### config.mk
export PLATFORM = sky130hd
export DESIGN_NAME = data_space_decode
export DESIGN_NICKNAME = d
export VERILOG_FILES = /design/src/verilog/data_space_pkg.sv /design/src/verilog/data_space_decode.sv
export VERILOG_INCLUDE_DIRS = /design/src /design/src/verilog
export SDC_FILE = /design/constraint.sdc
export NUM_CORES = 1
export LEC_CHECK = 0
export ABC_AREA = 1
export ABC_CLOCK_PERIOD_IN_PS = 2300
export BUFFER_PORTS_ARGS = -buffer_cell sky130_fd_sc_hd__buf_2
export CORE_MARGIN = 1.5
export CORE_UTILIZATION = 25
export CTS_CLUSTER_DIAMETER = 150
export DETAILED_ROUTE_END_ITERATION = 10
export PLACE_DENSITY = 0.41
export SLEW_MARGIN = 20
export SYNTH_ARGS = -nofsm -noshare
export SYNTH_HDL_FRONTEND = slang
export SYNTH_SLANG_ARGS = --single-unit
### constraint.sdc
create_clock -name aclk -period 2.3 [get_ports aclk]
set_input_delay 0 -clock aclk [delete_from_list [all_inputs] [get_ports aclk]]
set_output_delay 0 -clock aclk [all_outputs]
set_load 0.02 [all_outputs]
### src/verilog/data_space_map.svh
// Offsets, field positions, reset values and limits of the data space decoder
`ifndef DATA_SPACE_MAP_SVH
`define DATA_SPACE_MAP_SVH
// Program space
`define FLASH_TOP_LARGE 16'h7fff
`define FLASH_TOP_SMALL 16'h3fff
`define LOCK_LARGE 16'h7bff
`define LOCK_SMALL 16'h3fff
// Data space
`define EXT_RAM_SIZE 16'h0800
`define IRAM_LOW_TOP 8'h7f
`define BANK_TOP 8'h1f
`define BIT_RAM_BASE 8'h20
`define BIT_RAM_TOP 8'h2f
`define SFR_BIT_MASK 8'hf8
// Special function registers kept here
`define SFR_PORT0 8'h80
`define SFR_PORT1 8'h90
`define SFR_PORT2 8'ha0
`define SFR_PORT3 8'hb0
`define SFR_STACK_PTR 8'h81
`define SFR_STATUS_WORD 8'hd0
`define SFR_CUR_PAGE 8'ha7
`define SFR_PAGE_CTRL 8'h84
`define SFR_STACK_MID 8'h85
`define SFR_STACK_BOT 8'h86
// Pages
`define PAGE_MAIN 8'h00
`define PAGE_CAN 8'h0c
`define PAGE_CFG 8'h0f
// Status word bank field
`define BANK_LSB 3
`define BANK_MSB 4
// Reset values
`define STACK_PTR_RESET 8'h07
`define AUTO_PAGE_RESET 1'b1
`define PAGE_RESET 8'h00
// Bus register offsets
`define REG_CTRL 32'h0000_0000
`define REG_PAGES 32'h0000_0004
`define REG_CORE 32'h0000_0008
`define CTRL_AUTO_BIT 0
`define CTRL_FLASHW_BIT 1
`endif

### src/verilog/data_space_pkg.sv
// Types shared by the data space decoder and its users
package data_space_pkg;
  typedef enum logic [2:0] {
    ACC_CODE = 3'b000,
    ACC_XDATA = 3'b001,
    ACC_DIRECT = 3'b010,
    ACC_INDIRECT = 3'b011,
    ACC_POINTER = 3'b100,
    ACC_PUSH = 3'b101,
    ACC_POP = 3'b110,
    ACC_IDLE = 3'b111
  } access_kind_t;

  typedef enum logic [2:0] {
    TGT_NONE = 3'b000,
    TGT_IRAM = 3'b001,
    TGT_SFR = 3'b010,
    TGT_EXT_RAM = 3'b011,
    TGT_FLASH = 3'b100,
    TGT_FLASH_WRITE = 3'b101,
    TGT_LOCK = 3'b110,
    TGT_RESERVED = 3'b111
  } target_t;

  typedef struct packed {
    logic valid;
    access_kind_t kind;
    logic bit_op;
    logic write;
    logic ptr_sel;
    logic [15:0] addr;
    logic [7:0] wdata;
  } core_req_t;

  typedef struct packed {
    logic valid;
    target_t target;
    logic is_bit;
    logic [2:0] bit_pos;
    logic [15:0] addr;
    logic [7:0] page;
    logic local_hit;
    logic [7:0] rdata;
  } core_rsp_t;
endpackage

### src/verilog/data_space_decode.sv
// Memory space decoder with stack pointer and paged special register stack
// Operation
// Flash spans from zero to 0x7fff, or to 0x3fff in small variant.
// Lock byte at 0x7bff or flash top; above 0x7bff reserved.
// Code reads hit flash; xdata hits extended RAM or flash writes.
// Data memory is 256 internal bytes plus 2048 extended bytes.
// Lower 128 bytes reachable by direct and indirect addressing.
// Above 0x7f, direct selects special registers, indirect upper RAM.
// Bytes 0x00-0x1f are four banks, one active by bank bits.
// Indirect pointer comes from register 0 or 1 of active bank.
// Bytes 0x20-0x2f hold bits 0x00-0x7f, eight per byte.
// Bit versus byte access chosen by instruction type only.
// Push writes stack pointer plus one, then increments the pointer.
// Reset sets stack pointer to 0x07.
// Special registers ending 0x0 or 0x8 are bit addressable.
// 256 pages by current page; only 0x00, 0x0c, 0x0f populated.
// Software selects page first, then accesses by direct addressing.
// Interrupt entry pushes page stack and loads interrupt page.
// Return pops stack; bottom then reads 0x00.
// Writes to stack levels never push or pop.
// Interrupt page is 0x00, or 0x0c for the CAN interrupt.
// Auto-page enable resets set; cleared leaves pages untouched.
// All-page registers decode whatever the current page.
// Software avoids unoccupied special register addresses.
// Bank n covers RAM 8n to 8n+7.
// Auto-page enable is bit 0 at 0x84 page 0x0f.
// Current page at 0xa7, all pages, resets to zero.
// Third nested push discards bottom level without warning.
`timescale 1ns/1ps
`include "data_space_map.svh"
module data_space_decode
  import data_space_pkg::*;
#(
  parameter bit LARGE_FLASH = 1'b1
) (
  // Clock and reset
  input wire logic aclk,
  input wire logic aresetn,
  // Register bus write
  input wire logic [31:0] s_axi_awaddr,
  input wire logic [2:0] s_axi_awprot,
  input wire logic s_axi_awvalid,
  output logic s_axi_awready,
  input wire logic [31:0] s_axi_wdata,
  input wire logic [3:0] s_axi_wstrb,
  input wire logic s_axi_wvalid,
  output logic s_axi_wready,
  output logic [1:0] s_axi_bresp,
  output logic s_axi_bvalid,
  input wire logic s_axi_bready,
  // Register bus read
  input wire logic [31:0] s_axi_araddr,
  input wire logic [2:0] s_axi_arprot,
  input wire logic s_axi_arvalid,
  output logic s_axi_arready,
  output logic [31:0] s_axi_rdata,
  output logic [1:0] s_axi_rresp,
  output logic s_axi_rvalid,
  input wire logic s_axi_rready,
  // Core access and interrupt events
  input wire core_req_t core_req,
  input wire logic irq_enter,
  input wire logic irq_is_can,
  input wire logic irq_return,
  // Decoded answer
  output core_rsp_t core_rsp
);
  logic [7:0] current_page_reg;
  logic [7:0] page_stack_middle;
  logic [7:0] page_stack_bottom;
  logic auto_page_enable;
  logic flash_write_mode;
  logic [7:0] stack_pointer;
  logic [1:0] bank_select_field;
  logic [31:0] aw_addr;
  logic [31:0] w_data;
  logic [3:0] w_strb;
  logic axi_wr;
  logic axi_wr_ok;
  logic core_sfr_wr;
  logic [7:0] sfr_addr;
  logic [7:0] sfr_rdata;
  logic sfr_local;
  logic sfr_all_pages;
  core_rsp_t next_rsp;
  logic [7:0] next_stack_ptr;
  logic [15:0] flash_top;
  logic [15:0] lock_addr;

  assign flash_top = LARGE_FLASH ? `FLASH_TOP_LARGE : `FLASH_TOP_SMALL;
  assign lock_addr = LARGE_FLASH ? `LOCK_LARGE : `LOCK_SMALL;

  // Bus write channel acceptance
  assign axi_wr = !s_axi_awready && !s_axi_wready && !s_axi_bvalid;
  assign axi_wr_ok = (aw_addr == `REG_CTRL) || (aw_addr == `REG_PAGES) ||
                     (aw_addr == `REG_CORE);

  always_ff @(posedge aclk) begin
    if (!aresetn) begin
      s_axi_awready <= 1'b1;
      aw_addr <= 32'h0000_0000;
    end else if (s_axi_awvalid && s_axi_awready) begin
      s_axi_awready <= 1'b0;
      aw_addr <= {s_axi_awaddr[31:2], 2'b00};
    end else if (s_axi_bvalid && s_axi_bready) begin
      s_axi_awready <= 1'b1;
    end
  end

  always_ff @(posedge aclk) begin
    if (!aresetn) begin
      s_axi_wready <= 1'b1;
      w_data <= 32'h0000_0000;
      w_strb <= 4'h0;
    end else if (s_axi_wvalid && s_axi_wready) begin
      s_axi_wready <= 1'b0;
      w_data <= s_axi_wdata;
      w_strb <= s_axi_wstrb;
    end else if (s_axi_bvalid && s_axi_bready) begin
      s_axi_wready <= 1'b1;
    end
  end

  // Write response, error on unmapped offset
  always_ff @(posedge aclk) begin
    if (!aresetn) begin
      s_axi_bvalid <= 1'b0;
      s_axi_bresp <= 2'b00;
    end else if (axi_wr) begin
      s_axi_bvalid <= 1'b1;
      s_axi_bresp <= axi_wr_ok ? 2'b00 : 2'b10;
    end else if (s_axi_bready) begin
      s_axi_bvalid <= 1'b0;
    end
  end

  // Bus read channel
  always_ff @(posedge aclk) begin
    if (!aresetn) begin
      s_axi_arready <= 1'b1;
      s_axi_rvalid <= 1'b0;
      s_axi_rdata <= 32'h0000_0000;
      s_axi_rresp <= 2'b00;
    end else if (s_axi_arvalid && s_axi_arready) begin
      s_axi_arready <= 1'b0;
      s_axi_rvalid <= 1'b1;
      s_axi_rresp <= 2'b00;
      case ({s_axi_araddr[31:2], 2'b00})
        `REG_CTRL: s_axi_rdata <= {30'h0, flash_write_mode,
                                   auto_page_enable};
        `REG_PAGES: s_axi_rdata <= {8'h00, page_stack_bottom,
                                    page_stack_middle, current_page_reg};
        `REG_CORE: s_axi_rdata <= {22'h0, bank_select_field, stack_pointer};
        default: begin
          s_axi_rdata <= 32'h0000_0000;
          s_axi_rresp <= 2'b10;
        end
      endcase
    end else if (s_axi_rvalid && s_axi_rready) begin
      s_axi_rvalid <= 1'b0;
      s_axi_arready <= 1'b1;
    end
  end

  // Special register view for direct core accesses
  assign sfr_addr = core_req.bit_op ?
                    (core_req.addr[7:0] & `SFR_BIT_MASK) : core_req.addr[7:0];
  // all-page decode
  assign sfr_all_pages = (sfr_addr == `SFR_PORT0) ||
                         (sfr_addr == `SFR_PORT1) ||
                         (sfr_addr == `SFR_PORT2) ||
                         (sfr_addr == `SFR_PORT3) ||
                         (sfr_addr == `SFR_STACK_PTR) ||
                         (sfr_addr == `SFR_STATUS_WORD) ||
                         (sfr_addr == `SFR_CUR_PAGE);

  always_comb begin
    sfr_local = 1'b1;
    sfr_rdata = 8'h00;
    case (sfr_addr)
      `SFR_CUR_PAGE: sfr_rdata = current_page_reg;
      `SFR_STACK_PTR: sfr_rdata = stack_pointer;
      `SFR_STATUS_WORD: sfr_rdata = {3'b000, bank_select_field, 3'b000};
      default: sfr_local = 1'b0;
    endcase
    // control bit and page stack levels on configuration page
    if (current_page_reg == `PAGE_CFG) begin
      case (sfr_addr)
        `SFR_PAGE_CTRL: begin
          sfr_local = 1'b1;
          sfr_rdata = {7'h00, auto_page_enable};
        end
        `SFR_STACK_MID: begin
          sfr_local = 1'b1;
          sfr_rdata = page_stack_middle;
        end
        `SFR_STACK_BOT: begin
          sfr_local = 1'b1;
          sfr_rdata = page_stack_bottom;
        end
        default: ;
      endcase
    end
  end

  assign core_sfr_wr = core_req.valid && core_req.write &&
                       !core_req.bit_op && core_req.kind == ACC_DIRECT &&
                       core_req.addr[7] && sfr_local;

  // Decoder for every access kind
  always_comb begin
    next_rsp = '0;
    next_stack_ptr = stack_pointer;
    next_rsp.valid = core_req.valid && core_req.kind != ACC_IDLE;
    next_rsp.page = current_page_reg;
    next_rsp.addr = core_req.addr;
    if (core_req.valid) begin
      case (core_req.kind)
        // program space map
        ACC_CODE: begin
          if (core_req.addr == lock_addr)
            next_rsp.target = TGT_LOCK;
          else if (LARGE_FLASH && core_req.addr > `LOCK_LARGE)
            next_rsp.target = TGT_RESERVED;
          else if (core_req.addr <= flash_top)
            next_rsp.target = TGT_FLASH;
          else
            next_rsp.target = TGT_RESERVED;
        end
        // extended data space
        ACC_XDATA: begin
          if (core_req.write && flash_write_mode)
            next_rsp.target = core_req.addr <= flash_top ?
                              TGT_FLASH_WRITE : TGT_RESERVED;
          else if (core_req.addr < `EXT_RAM_SIZE)
            next_rsp.target = TGT_EXT_RAM;
          else
            next_rsp.target = TGT_NONE;
        end
        ACC_DIRECT: begin
          // bit access chosen by operand type
          next_rsp.is_bit = core_req.bit_op;
          next_rsp.addr = {8'h00, core_req.addr[7:0]};
          if (core_req.bit_op) begin
            next_rsp.bit_pos = core_req.addr[2:0];
            // bit address to byte in bit RAM
            if (!core_req.addr[7])
              next_rsp.addr = {8'h00, `BIT_RAM_BASE + {4'h0,
                               core_req.addr[6:3]}};
            else
              // only x0 and x8 registers hold bits
              next_rsp.addr = {8'h00, sfr_addr};
          end
          // direct low RAM, high special registers
          if (!core_req.addr[7]) begin
            next_rsp.target = TGT_IRAM;
          end else begin
            next_rsp.local_hit = sfr_local;
            next_rsp.rdata = sfr_rdata;
            // unpopulated pages reserved
            if (sfr_all_pages || current_page_reg == `PAGE_MAIN ||
                current_page_reg == `PAGE_CAN ||
                current_page_reg == `PAGE_CFG)
              next_rsp.target = TGT_SFR;
            else
              next_rsp.target = TGT_RESERVED;
            if (sfr_all_pages)
              next_rsp.page = `PAGE_MAIN;
          end
        end
        // indirect always reaches RAM
        ACC_INDIRECT: begin
          next_rsp.target = TGT_IRAM;
          next_rsp.addr = {8'h00, core_req.addr[7:0]};
        end
        // pointer register in active bank
        ACC_POINTER: begin
          next_rsp.target = TGT_IRAM;
          next_rsp.addr = {8'h00, 3'b000, bank_select_field, 2'b00,
                           core_req.ptr_sel};
        end
        // push to pointer plus one
        ACC_PUSH: begin
          next_stack_ptr = stack_pointer + 8'h01;
          next_rsp.target = TGT_IRAM;
          next_rsp.addr = {8'h00, next_stack_ptr};
        end
        ACC_POP: begin
          next_stack_ptr = stack_pointer - 8'h01;
          next_rsp.target = TGT_IRAM;
          next_rsp.addr = {8'h00, stack_pointer};
        end
        default: next_rsp.target = TGT_NONE;
      endcase
    end
  end

  always_ff @(posedge aclk) begin
    if (!aresetn)
      core_rsp <= '0;
    else
      core_rsp <= next_rsp;
  end

  // stack pointer reset and update
  always_ff @(posedge aclk) begin
    if (!aresetn)
      stack_pointer <= `STACK_PTR_RESET;
    else if (core_req.valid &&
             (core_req.kind == ACC_PUSH || core_req.kind == ACC_POP))
      stack_pointer <= next_stack_ptr;
    else if (core_sfr_wr && sfr_addr == `SFR_STACK_PTR)
      stack_pointer <= core_req.wdata;
    else if (axi_wr && aw_addr == `REG_CORE && w_strb[0])
      stack_pointer <= w_data[7:0];
  end

  // bank select field
  always_ff @(posedge aclk) begin
    if (!aresetn)
      bank_select_field <= 2'b00;
    else if (core_sfr_wr && sfr_addr == `SFR_STATUS_WORD)
      bank_select_field <= core_req.wdata[`BANK_MSB:`BANK_LSB];
    else if (axi_wr && aw_addr == `REG_CORE && w_strb[1])
      bank_select_field <= w_data[9:8];
  end

  // auto-page enable
  always_ff @(posedge aclk) begin
    if (!aresetn) begin
      auto_page_enable <= `AUTO_PAGE_RESET;
      flash_write_mode <= 1'b0;
    end else if (core_sfr_wr && sfr_addr == `SFR_PAGE_CTRL) begin
      auto_page_enable <= core_req.wdata[0];
    end else if (axi_wr && aw_addr == `REG_CTRL && w_strb[0]) begin
      auto_page_enable <= w_data[`CTRL_AUTO_BIT];
      flash_write_mode <= w_data[`CTRL_FLASHW_BIT];
    end
  end

  // page stack reset and shifting
  always_ff @(posedge aclk) begin
    if (!aresetn) begin
      current_page_reg <= `PAGE_RESET;
      page_stack_middle <= `PAGE_RESET;
      page_stack_bottom <= `PAGE_RESET;
    end else if (irq_enter && auto_page_enable) begin
      // push, bottom value lost
      page_stack_bottom <= page_stack_middle;
      page_stack_middle <= current_page_reg;
      // interrupt page choice
      current_page_reg <= irq_is_can ? `PAGE_CAN : `PAGE_MAIN;
    end else if (irq_return && auto_page_enable) begin
      // pop, bottom empties to zero
      current_page_reg <= page_stack_middle;
      page_stack_middle <= page_stack_bottom;
      page_stack_bottom <= `PAGE_RESET;
    end else if (core_sfr_wr) begin
      // level writes without shifting
      if (sfr_addr == `SFR_CUR_PAGE)
        current_page_reg <= core_req.wdata;
      if (sfr_addr == `SFR_STACK_MID)
        page_stack_middle <= core_req.wdata;
      if (sfr_addr == `SFR_STACK_BOT)
        page_stack_bottom <= core_req.wdata;
    end else if (axi_wr && aw_addr == `REG_PAGES) begin
      if (w_strb[0])
        current_page_reg <= w_data[7:0];
      if (w_strb[1])
        page_stack_middle <= w_data[15:8];
      if (w_strb[2])
        page_stack_bottom <= w_data[23:16];
    end
  end
endmodule

==> flow_metrics.py <==
metrics = {
    "floorplan": {
        "placeableCoreArea_um2": 32500,
        "start_util_pct": 25.5,
        "ios": 229,
        "die_w_um": 185,
        "die_h_um": 185,
        "rows": 66,
        "die-area_um2": 34200,
    },
    "grt": {
        "grt_overflow": 0,
        "grt_pass1_wl_um": 45600,
        "grt_use_total_pct": 17.4,
        "grt_max_degree": 84,
        "antenna_found_initial": 0,
        "grt_pass1_vias": 8246,
    },
    "sta": {
        "tns_ps": 0,
        "fin_skew_ps": 17.1,
        "fin_crit_ps": 2060,
        "period_share_pct": 89.4,
        "hold_slack_ps": 28.0,
        "final_max_slew_viol_count": 0,
        "fmax_ghz": 0.486,
        "rsz0062_at_grt": "false",
        "finalHoldViolations": 0,
        "worstMarginPinSlew_ps": 657,
        "fin_ws_ps": 244,
        "setup_violations": 0,
        "slew_headroom_pct": 55.9,
    },
    "synthesis": {
        "synth_cells": 1234,
        "ys_seq_area_share_pct": 39.9,
        "synth-edff-count": 0,
        "yosysWarningCount": 0,
        "syn_avg_cell_area_um2": 6.71,
        "ys_ff_latch": 165,
        "synth.distinct_cells": 49,
        "synth_area_um2": 8280,
        "synth_top_flop_cell": "dfxtp_1",
        "synthArstFlopShare_pct": 0,
    },
    "power": {
        "combPwrFrac_pct": 15.1,
        "ir_worst_vdd_uv": 518,
        "power_mw": 7.21,
        "pwr-share-seq_pct": 43.3,
        "p_int_mw": 5.08,
        "swShare_pct": 29.5,
        "p_clk_share_pct": 41.6,
        "p_leak_nw": 5.15,
        "power.density_nw_per_um2": 642,
        "p_switching_mw": 2.13,
    },
    "clock_tree": {
        "h-tree-depth": 4,
        "cts.sinks": 165,
        "clk_latency_ps": 450,
        "cts_tree": "done",
        "clk_pin_slew_ps": 80,
        "root_buffer": "clkbuf_16",
        "cts_max_path_buffers": 2,
        "cts_made_buffers": 17,
        "post_cts_buffers": 0,
    },
    "layout": {
        "stdcell_area_um2": 11200,
        "fill_cells": 3680,
        "largest_reg_flops": 41,
        "antenna_cells": 0,
        "finalNonFillerCells": 1965,
        "fin_util_pct": 34.5,
        "reg_top3": "core_rsp: 41 flops, aw_addr: 30 flops",
        "drive_gt1_share_pct": 19.9,
        "largest-register": "core_rsp",
        "final_nets": 1659,
        "area_delta_synth_final_pct": 35.5,
    },
    "run": {
        "max_cap_viol_count": 0,
    },
    "setup_path": {
        "criticalPathCategory": "reg2reg",
        "critical_path_arrival_ps": 2370,
        "cp.required_ps": 2620,
        "cp-end-kind": "flop",
        "cp-start-kind": "flop",
        "cp_max_fo": 11,
    },
    "place": {
        "place_inst": 1847,
        "gp_congestion": 0.829,
        "pre_cts_ws_ps": 288,
        "dpl.hpwl_um": 22200,
        "port_buffers": 199,
        "dpl_cell_area_um2": 9760,
    },
    "route": {
        "drtAntennaViolNets": 0,
        "wire_per_inst_um": 15.1,
        "viasPerCell": 4.48,
        "drt_first_pass_iters": 7,
        "drc": 0,
        "dr_total_vias": 8800,
        "drt_iter0_drc": 461,
        "drt_wl_total_um": 29700,
    },
    "hold_path": {
        "min_path_type": "in2reg",
    },
    "outcome": {
        "outcome": "finished clean",
    },
}
## cell type report
class / instances / area [um2] / share of cell area (%)
clock buffer: 18 / 429 / 3.83
clock inverter: 14 / 171 / 1.53
inverter: 123 / 469 / 4.18
multi-input combinational: 891 / 4210 / 37.5
sequential: 165 / 3300 / 29.4
tap: 442 / 553 / 4.93
timing repair buffer: 312 / 2080 / 18.6
## kinds of logic after synthesis
| logic type | after synthesis | share of synthesized area, % |
|---|---|---|
| xor gates and xnor gates | 5 | 0.529 |
| buffers and inverters | 187 | 9.70 |
| AOI/OAI and AO/OA | 229 | 15.0 |
| adders and majority gates | 2 | 0.302 |
| and+or+nand+nor | 645 | 34.6 |
| other | 1 | 0.0453 |
| DFF | 165 | 39.9 |
## synthesized netlist by cell type (2+ instances only)
library cell,n,area [um2]
nor2_4,2,22.5
nand2_1,251,942
a221oi_1,6,52.6
nor4_1,5,31.3
nand3_1,118,591
ha_1,2,25.0
o21ai_0,93,465
inv_1,104,390
nand4_2,2,25.0
dfxtp_1,165,3300
nand3_4,3,52.6
a21oi_1,97,485
buf_1,4,15.0
o31ai_1,2,15.0
nor2_1,195,732
nor2_2,7,43.8
and2_1,2,12.5
nand4_1,13,81.3
o21a_1,2,15.0
nand2_4,2,22.5
inv_4,3,18.8
nand3_2,7,70.1
buf_4,12,90.1
buf_2,9,45.0
o21ai_1,8,40.0
clkbuf_1,34,128
clkinv_1,6,22.5
a211oi_1,7,52.6
xor2_1,4,35.0
a31oi_1,2,12.5
or2_1,4,25.0
nor3_1,24,120
buf_6,5,56.3
nand2_2,5,31.3
inv_2,10,37.5
o22ai_1,6,37.5
## placed cells by master (no fill, tap or decap), types with 4 or more instances in the layout
cell type	instances
buf_2	199
inv_1	104
clkbuf_16	17
clkinv_1	6
nand2_2	5
conb_1	10
o21ai_0	93
xor2_1	4
or2_1	4
nand4_1	13
nor4_1	5
clkinv_4	4
nor2_1	195
a221oi_1	6
o21ai_1	8
nand3_2	7
buf_4	25
nor3_1	24
nand3_1	118
a21oi_1	97
inv_2	10
o22ai_1	6
dlygate4sd3_1	86
dfxtp_1	165
a211oi_1	7
nor2_2	7
nand2_1	251
## layer usage
layer	wire length [um]	share of wire (%)	global-route usage (%)	vias to the layer above
met5	0	0	0	-
met4	160	0.54	3.54	0
met3	1430	4.8	2.89	6
met2	13200	45	28.3	238
met1	14800	50	24.0	3980
li1	-	-	-	4576
## power by group through the flow
stage               combinational (mW)  clock, mW  sequential [mW]
floorplan                        0.581          0             3.20
global placement                 0.974          0             3.19
detailed placement               0.975          0             3.19
CTS                               1.09       3.09             3.12
global route                      1.22       3.21             3.14
finish                            1.09       3.00             3.12
## final timing paths
check / startpoint / to / slack, ps / cells after the start
max: current_page_reg[2] / current_page_reg[6] / 240 / 10
min: core_req[28] / core_rsp[36] / 30 / 3
max reg2reg: current_page_reg[2] / current_page_reg[6] / 240 / 10
min reg2reg: s_axi_rdata[16] / s_axi_rdata[16] / 460 / 2
## repair_timing
item                      4_1_cts  5_1_grt
hold endpoints to repair       99        0
gates resized for setup         0        0
hold buffers                   86        0
## worst max-delay path, stage by stage, from the launching register on
cell      delay (ps)
dfxtp_1          490
nand2_1          120
inv_1            100
nand4_2          140
nor2_8           190
o21bai_4         160
inv_4            160
buf_4            160
nor2_1            60
o21ai_0          260
o21ai_1          110
Power figures use the tool's default switching activity.
